## src/shared/gdfs_regs.svh

```systemverilog
`ifndef GDFS_REGS_SVH
`define GDFS_REGS_SVH
`define GDFS_RESET_TIME_NS 350000
`define GDFS_CLK_PERIOD_NS 100
`define GDFS_RESET_CYCLES ((`GDFS_RESET_TIME_NS + `GDFS_CLK_PERIOD_NS - 1) / `GDFS_CLK_PERIOD_NS)
`endif

```

## src/shared/gdfs_pkg.sv

```systemverilog
package gdfs_pkg;
   typedef enum logic [1:0] {
      GDFS_ST_OFF = 2'b00,
      GDFS_ST_RAILS = 2'b01,
      GDFS_ST_RUN = 2'b10
   } gdfs_state_t;
endpackage : gdfs_pkg

```

## src/hdl/gdfs_low_timer.sv

```systemverilog
`include "gdfs_regs.svh"
module gdfs_low_timer #(
   parameter int unsigned RESET_CYCLES = `GDFS_RESET_CYCLES
) (
   input wire logic clock_i,
   input wire logic sys_rst_i,
   input wire logic cmd_i,
   output logic done_o
);
   localparam int unsigned CW = $clog2(RESET_CYCLES + 1);
   localparam logic [CW-1:0] TERM = CW'(RESET_CYCLES);
   logic [CW-1:0] count;
   logic [CW-1:0] next_count;

   always_comb begin
      next_count = count;
      if (cmd_i) begin
         next_count = '0;
      end else if (count != TERM) begin
         next_count = count + CW'(1);
      end
   end

   always_ff @(posedge clock_i) begin
      if (sys_rst_i) begin
         count <= '0;
      end else begin
         count <= next_count;
      end
   end

   assign done_o = (count == TERM);
endmodule : gdfs_low_timer

```

## src/hdl/gdfs_supervisor.sv

```systemverilog
`include "gdfs_regs.svh"
module gdfs_supervisor #(
   parameter int unsigned RESET_CYCLES = `GDFS_RESET_CYCLES,
   parameter bit CYCLE_BY_CYCLE = 1'b0
) (
   input wire logic clock_i,
   input wire logic sys_rst_i,
   input wire logic cmd_i,
   input wire logic over_temp_i,
   input wire logic temp_below_low_i,
   input wire logic overcurrent_trip_i,
   input wire logic main_uv_i,
   input wire logic aux_regulator_rail_uv_i,
   input wire logic negative_gate_rail_uv_i,
   input wire logic safety_fet_on_i,
   output logic switch_on_o,
   output logic converter_en_o,
   output logic aux_regulator_en_o,
   output logic safety_fet_en_o,
   output logic thermal_fault_o,
   output logic overcurrent_fault_o,
   output logic health_n_o,
   output logic health_oe_o
);
   gdfs_pkg::gdfs_state_t state;
   gdfs_pkg::gdfs_state_t next_state;
   logic ot_latch;
   logic next_ot_latch;
   logic oc_latch;
   logic next_oc_latch;
   logic switch_on;
   logic next_switch_on;
   logic conv_en;
   logic next_conv_en;
   logic aux_en;
   logic next_aux_en;
   logic health;
   logic next_health;
   logic low_done;
   logic any_uv;

   gdfs_low_timer #(
      .RESET_CYCLES(RESET_CYCLES)
   ) u_timer (
      .clock_i(clock_i),
      .sys_rst_i(sys_rst_i),
      .cmd_i(cmd_i),
      .done_o(low_done)
   );

   // Any rail below its lockout threshold
   function automatic logic rail_low(
      input logic main_uv,
      input logic aux_uv,
      input logic neg_uv
   );
      return main_uv | aux_uv | neg_uv;
   endfunction : rail_low

   // Release of the overcurrent latch for the chosen variant
   function automatic logic oc_release(
      input logic cycle_mode,
      input logic cmd,
      input logic timer_done,
      input logic supply_gone
   );
      logic release_now;
      release_now = 1'b0;
      if (cycle_mode) begin
         release_now = !cmd;
      end else begin
         // Long low input or loss of the main supply
         release_now = timer_done | supply_gone;
      end
      return release_now;
   endfunction : oc_release

   // Flag reads ready only in run with healthy rails and no latched fault
   function automatic logic ready_flag(
      input gdfs_pkg::gdfs_state_t st,
      input logic uv,
      input logic ot,
      input logic oc
   );
      return (st == gdfs_pkg::GDFS_ST_RUN) && !uv && !ot && !oc;
   endfunction : ready_flag

   assign any_uv = rail_low(main_uv_i, aux_regulator_rail_uv_i, negative_gate_rail_uv_i);

   always_comb begin
      next_state = state;
      unique case (state)
         gdfs_pkg::GDFS_ST_OFF: begin
            if (!any_uv) begin
               next_state = gdfs_pkg::GDFS_ST_RAILS;
            end
         end
         gdfs_pkg::GDFS_ST_RAILS: begin
            if (any_uv) begin
               next_state = gdfs_pkg::GDFS_ST_OFF;
            end else if (safety_fet_on_i) begin
               next_state = gdfs_pkg::GDFS_ST_RUN;
            end
         end
         gdfs_pkg::GDFS_ST_RUN: begin
            if (any_uv) begin
               next_state = gdfs_pkg::GDFS_ST_OFF;
            end
         end
         default: next_state = gdfs_pkg::GDFS_ST_OFF;
      endcase
   end

   always_ff @(posedge clock_i) begin
      if (sys_rst_i) begin
         state <= gdfs_pkg::GDFS_ST_OFF;
      end else begin
         state <= next_state;
      end
   end

   // Thermal latch
   always_comb begin
      next_ot_latch = ot_latch;
      if (ot_latch && temp_below_low_i && low_done) begin
         next_ot_latch = 1'b0;
      end
      // Set after clear so a fresh trip wins
      if (over_temp_i) begin
         next_ot_latch = 1'b1;
      end
   end

   always_ff @(posedge clock_i) begin
      if (sys_rst_i) begin
         ot_latch <= 1'b0;
      end else begin
         ot_latch <= next_ot_latch;
      end
   end

   // Overcurrent latch
   always_comb begin
      next_oc_latch = oc_latch;
      if (oc_latch && oc_release(CYCLE_BY_CYCLE, cmd_i, low_done, main_uv_i)) begin
         next_oc_latch = 1'b0;
      end
      // Set after clear so a fresh trip wins
      if (overcurrent_trip_i) begin
         next_oc_latch = 1'b1;
      end
   end

   always_ff @(posedge clock_i) begin
      if (sys_rst_i) begin
         oc_latch <= 1'b0;
      end else begin
         oc_latch <= next_oc_latch;
      end
   end

   // Negative-rail converter enable
   always_comb begin
      next_conv_en = !main_uv_i && !aux_regulator_rail_uv_i;
   end

   always_ff @(posedge clock_i) begin
      if (sys_rst_i) begin
         conv_en <= 1'b0;
      end else begin
         conv_en <= next_conv_en;
      end
   end

   // Auxiliary regulator enable
   always_comb begin
      next_aux_en = !main_uv_i;
   end

   always_ff @(posedge clock_i) begin
      if (sys_rst_i) begin
         aux_en <= 1'b0;
      end else begin
         aux_en <= next_aux_en;
      end
   end

   // Health flag follows the next state and latches
   always_comb begin
      next_health = ready_flag(next_state, any_uv, next_ot_latch, next_oc_latch);
   end

   always_ff @(posedge clock_i) begin
      if (sys_rst_i) begin
         health <= 1'b0;
      end else begin
         health <= next_health;
      end
   end

   // Switch needs the flag high now and next, and no live trip
   always_comb begin
      next_switch_on = cmd_i && health && next_health && !over_temp_i && !overcurrent_trip_i;
   end

   always_ff @(posedge clock_i) begin
      if (sys_rst_i) begin
         switch_on <= 1'b0;
      end else begin
         switch_on <= next_switch_on;
      end
   end

   assign switch_on_o = switch_on;
   assign converter_en_o = conv_en;
   assign aux_regulator_en_o = aux_en;
   assign safety_fet_en_o = (state != gdfs_pkg::GDFS_ST_OFF);
   assign thermal_fault_o = ot_latch;
   assign overcurrent_fault_o = oc_latch;
   assign health_n_o = health;
   assign health_oe_o = 1'b1;
endmodule : gdfs_supervisor

```

## config.mk

```make
export PLATFORM = sky130hd
export DESIGN_NAME = gdfs_supervisor
export DESIGN_NICKNAME = d
export VERILOG_FILES = /design/src/shared/gdfs_pkg.sv /design/src/hdl/gdfs_low_timer.sv /design/src/hdl/gdfs_supervisor.sv
export VERILOG_INCLUDE_DIRS = /design/src /design/src/shared
export SDC_FILE = /design/constraint.sdc
export NUM_CORES = 1
export LEC_CHECK = 0
export BUFFER_PORTS_ARGS = -buffer_cell sky130_fd_sc_hd__buf_2
export CORE_ASPECT_RATIO = 0.8
export CORE_MARGIN = 3
export CORE_UTILIZATION = 51
export DETAILED_ROUTE_END_ITERATION = 6
export PLACE_DENSITY_LB_ADDON = 0.3
export SLEW_MARGIN = 30
export SYNTH_ARGS = -nofsm -noshare
export SYNTH_HDL_FRONTEND = slang
export SYNTH_HIERARCHICAL = 1
export SYNTH_SLANG_ARGS = --single-unit
```

## constraint.sdc

```tcl
create_clock -name clock_i -period 1.9 [get_ports clock_i]
set_input_delay 0.38 -clock clock_i [delete_from_list [all_inputs] [get_ports clock_i]]
set_output_delay 0.38 -clock clock_i [all_outputs]
set_load 0.03 [all_outputs]
```

After elaboration in Yosys (flattened, before gate mapping)
Cells that the tools add are included.
{ "op_classes": {"eq_ne": 5, "n_bitwise": 3, "n_reduce_logical": 21, "n_mux": 9, "n_addsub": 1} }
{ "ops": {"columns": ["operator", "n"], "rows": [
  ["$add 12x1->12 const B", 1],
  ["$eq 12x12->1 const B", 1],
  ["$ne 12x12->1 const B", 1],
  ["$logic_and 1x1->1", 11],
  ["$mux 2", 4],
  ["$logic_not 1->1", 7],
  ["$pmux 2 s3", 1],
  ["$eq 2x2->1 const B", 2],
  ["$mux 1", 4],
  ["$or 1x1->1", 3],
  ["$eq 2x1->1 const B", 1],
  ["$logic_not 2->1", 1],
  ["$reduce_bool 2->1", 1],
  ["$reduce_or 2->1", 1]
]} }
{ "totals": {"in_bits": 10, "regBits": 20} }

Depth between registers and ports, before layout
{ "logic_depth": {"depth_word": 11, "depth_mapped": 8} }

Hierarchy
The synthesis kept the hierarchy.
{ "by_module_without_submodules": {"columns": ["mod", "cells_each", "seq_area_each_um2", "area_each_um2", "n_inst"], "rows": [
  ["gdfs_low_timer", 67, 240.2, 585.6, 1],
  ["gdfs_supervisor", 28, 160.2, 284.0, 1]
]} }

Least setup slack after synthesis
Ideal clock, no wire load.
{ "synth_timing": {"path_type": "flip-flop to flip-flop", "startpoint": "register u_timer.count[5]", "endpoint": "register switch_on (netlist: switch_on_o)", "path_stages_with_launch": 7, "t_required_ns": 1.840, "arrival_time_ns": 1.527, "setup_time_ns": 0.060, "path_slack_ns": 0.314, "period_less_slack_ns": 1.586, "path_cell_list": "dfxtp_1 -> or3b_1 -> or3_4 -> inv_2 -> nand2_1 -> a21oi_1 -> and3_1"} }
{ "synth_via": {"elab_chain_len": 10} }
{ "synth_lines": {"columns": ["item", "line_no", "text"], "rows": [
  ["from (decl)", "gdfs_low_timer.sv:12", "logic [CW-1:0] count;"],
  ["from (signal assigned)", "gdfs_low_timer.sv:28", "count <= next_count;"],
  ["$eq 12x12->1 (*)", "gdfs_low_timer.sv:32", "assign done_o = (count == TERM);"],
  ["via low_done", "gdfs_supervisor.sv:39", "logic low_done;"],
  ["$or 1x1->1 / $logic_and 1x1->1 (equally long branches)", "gdfs_supervisor.sv:73, gdfs_supervisor.sv:125", null],
  ["$logic_and 1x1->1 / $mux 1 (equally long branches)", "gdfs_supervisor.sv:145, gdfs_supervisor.sv:125", null],
  ["$mux 1 (on tied branches)", "gdfs_supervisor.sv:145, gdfs_supervisor.sv:129", null],
  ["$mux 1 / $logic_not 1->1 (equally long branches)", "gdfs_supervisor.sv:149, gdfs_supervisor.sv:85", null],
  ["$logic_not 1->1 / $logic_and 1x1->1 (equally long branches)", "gdfs_supervisor.sv:85", "return (st == gdfs_pkg::GDFS_ST_RUN) && !uv && !ot && !oc;"],
  ["$logic_and 1x1->1 (*)", "gdfs_supervisor.sv:85", null],
  ["$logic_and 1x1->1 (*) (3 in a row)", "gdfs_supervisor.sv:203", "next_switch_on = cmd_i && health && next_health && !over_temp_i && !overcurrent_trip_i;"],
  ["to (signal assigned)", "gdfs_supervisor.sv:210", "switch_on <= next_switch_on;"],
  ["to (decl)", "gdfs_supervisor.sv:31", "logic switch_on;"]
]} }
Mark *: on every way through the listed nets, which the timed path passes. The rest lies on a longest branch.
A chain may end at the register's enable or synchronous reset.

Worst setup path in the final report
Ends and elaborated chain as after synthesis.

==> run summary <==
The run finished with clean final reports. Among all stages on the critical path, the largest delay is contributed by sky130_fd_sc_hd__or3b_1. The maximum single-stage delay on the critical path came out at 0.39 ns. The cell count after synthesis came out at 95. The first global-routing pass estimated 3.125 mm of wire. The total global routing track utilization is 0.1965. When the netlist entered floorplanning its net count stood at 107. The number of max-slew violations in the final report is 0. The clock sink count is 20. The number of ports placed on the die boundary is 18.

Once detail routing completed, the nets flagged for antenna violations numbered 0. The Yosys warning count is 6. The clock group share of total power is 0.287.

The number of buffers and inverters on the critical path is 1. The initial core utilization came out at 0.5850. In the synthesized netlist the dominant register cell turns out to be sky130_fd_sc_hd__dfxtp_1.

Walking the worst path, the cells encountered are or3b_1 -> or3_4 -> inv_2 -> nand2_1 -> a21oi_1 -> and3_1. At the end of the flow the core is filled with cells to 0.6641. The number of hold violations in the final report is 0.

The tool flagged a number of max-cap violations equal to 0. The most common cell after layout, fill and taps aside is sky130_fd_sc_hd__dfxtp_1. The die covers ~2200 µm².

The count of flip-flops with a built-in enable after synthesis came out at 0. The cts-stage hold buffer count came out at 0. Subtracting the final worst setup slack from the clock period gives about 1.8 ns. The final cell count without fillers came out at 133. Along the worst path, the maximum fanout reaches 5.

The worst-case clock skew came out at 0.004219 ns. The post-detailed-routing wire length is 1.839 mm. Leaving out fill and tap cells, the most frequent cells in the layout are sky130_fd_sc_hd__dfxtp_1 (20), sky130_fd_sc_hd__buf_2 (16), sky130_fd_sc_hd__a21oi_1 (7). The data arrival time of the critical path is 2.01 ns. The maximum achievable frequency came out at roughly 0.57 GHz. The DRC marker count from the first detailed-route iteration is 33. The area occupied by registers came out at 400.4 µm². The final routed wire length divided by cell count is 13.83 µm. Clock-pin slew was measured on the worst setup and hold paths at about 0.1 ns. The worst setup path is captured at a flop.

The data required time of the critical path came out at approximately 2.2 ns. Setup repair after global routing left no endpoint under its margin. The classification of the worst-slack hold path is input pin to flop. The ratio of cells with drive above 1 in the final layout came out at 0.2321. The number of buffers inserted to repair setup after CTS came out at 0. The total number of vias is 768. The synthesized area divided by synthesized cell count came out at between 9 and 10 µm². The number of global-route vias before repair is 694. The number of antenna violations at the first check in global routing was 0. The total of cells resized after clock tree synthesis came out at 0. The number of H-tree levels came out at 1. The vias per cell is 5.774. The net switching fraction of the power came out at 0.2351. The clock buffer count from CTS is 3.

Internal power comes to 518.8 µW. At the later pin of the worst-skew pair, clock insertion delay measures 0.30 ns. Dividing the final minimum period by the clock period gives 0.9236.

The sequential area share after synthesis came out at 0.4604. The cell family contributing the most delay on the critical path is simple AND/OR/NAND/NOR gates. The number of fillers in the final layout came out at 119. The leakage power came out at approximately 0.00037 µW.

The number of diodes came out at 0. For this run, design rule violations remaining after detail routing come to 0. The maximum resistive drop on vdd is 0.0006332 V. The summed negative setup slack over all endpoints is 0 ns. The proportion of power drawn by flip-flops and latches is 0.636. Counting flops with an async set or reset pin after synthesis yields a share of 0. The vertical die dimension is 42.94 µm. Counting tap cells, the placed design contains a total of 130 instances. The analysis attributes to net switching a power of 159.5 µW.

The number of iterations in the first detailed-routing pass came out at 4. The part of the power in combinational logic came out at 0.078. After the last flow step, the layout net total stands at approximately 130. In this run the cell area of the synthesized design comes to about 870 µm².

The area of combinational cells with multiple inputs is between 400 and 500 µm². The count of different cell masters after synthesis is 34. Synthesis inferred 20 register bits.

The deepest clock path buffer count came out at 2. Power comes to 678.2 µW. The placed wire-length estimate is 1.406 mm. On the final layout, the worst hold slack is roughly 0.25 ns.

After floorplanning, the core was divided into 12 placement rows. The number of setup violations in the final report came out at 0. The areal power density over the cells came out at 687.0 nW/µm².

The final RePlAce weighted congestion came out at roughly 0.79. The worst setup path is launched from a flop. The overflow left after global routing is 0. The floorplan step set the die width to 52.17 µm. Setup slack on the worst reg-to-reg path comes out at 0.15 ns. The number of I/O port buffers came out at 16.

The area of the core is 1486 µm². The largest net degree at the start of global routing is 11. The classification of the worst setup path is flop to flop.

The layout-stage area growth over the synthesis result is 13.53%. Clock tree synthesis selected as its root buffer the cell sky130_fd_sc_hd__clkbuf_4. The CTS tree is built.
==> power groups by stage <==
stage	Clock, µW	Combinational (µW)	Sequential (µW)
CTS	204	52.9	431
global placement	0	51.3	440
detailed placement	0	52.9	441
finish	194	52.6	431
floorplan	0	22.3	450
global route	224	57.6	432
==> cell usage after synthesis (2+ instances only) <==
| master | instances | share of area |
|---|---|---|
| sky130_fd_sc_hd__and3_1 | 3 | 0.022 |
| sky130_fd_sc_hd__nand2_1 | 6 | 0.026 |
| sky130_fd_sc_hd__a21oi_1 | 7 | 0.040 |
| sky130_fd_sc_hd__a31oi_1 | 2 | 0.014 |
| sky130_fd_sc_hd__o31ai_1 | 5 | 0.043 |
| sky130_fd_sc_hd__ha_1 | 2 | 0.029 |
| sky130_fd_sc_hd__nor2_1 | 6 | 0.026 |
| sky130_fd_sc_hd__or4_1 | 4 | 0.035 |
| sky130_fd_sc_hd__inv_1 | 4 | 0.017 |
| sky130_fd_sc_hd__or2_2 | 2 | 0.014 |
| sky130_fd_sc_hd__nor3_1 | 3 | 0.017 |
| sky130_fd_sc_hd__or3_1 | 3 | 0.022 |
| sky130_fd_sc_hd__o21ai_0 | 4 | 0.023 |
| sky130_fd_sc_hd__nand4_1 | 3 | 0.022 |
| sky130_fd_sc_hd__dfxtp_1 | 20 | 0.46 |
| sky130_fd_sc_hd__nand3_1 | 3 | 0.017 |
==> state kept, by name (all words and copies together), names as in the netlist <==
register and flops:
u_timer/count 12, state 2, aux_regulator_en_o 1, converter_en_o 1
health_n_o 1, overcurrent_fault_o 1, switch_on_o 1, thermal_fault_o 1
==> path summary, 6_finish.rpt <==
path,start,endpoint,depth (start not counted)
worst max-delay path,u_timer/count[5],switch_on_o,6
worst min-delay path,aux_regulator_rail_uv_i,converter_en_o,2
worst max register to register,u_timer/count[5],switch_on_o,6
worst min register to register,state[1],state[0],1
==> per-layer routing <==
layer / track usage / vias up / wire [µm]
li1: - / 388 / -
met1: 0.2549 / 343 / 797
met2: 0.2782 / 30 / 844
met3: 0.07368 / 7 / 146
met4: 0.1071 / 0 / 51
met5: 0 / - / 0
==> stage by stage <==
stage,area [µm²],setup slack (ns)
floorplan,869.6,0.3135
CTS,987.2,0.1462
finish,987.2,0.1452
global route,987.2,0.007216
detailed placement,964.7,0.1704
global placement,964.7,0.2312
==> layout make-up <==
class / count / share of cell area
repair buffers: 16 / 0.08112
well taps: 21 / 0.02662
multi-input cells: 68 / 0.4449
clock buffers: 3 / 0.02281
inverters: 5 / 0.01901
flip-flops and latches: 20 / 0.4056
==> cell families after synthesis <==
kind of cell    after synthesis  share of synthesized area
simple gates                 40                     0.2705
compound gates               24                     0.1899
flops                        20                     0.4604
buf+inv                       7                    0.03452
fa+ha+maj                     2                    0.02877
mux                           1                    0.01151
other cells                   1                   0.004312
(Power assumes the default switching activity.)
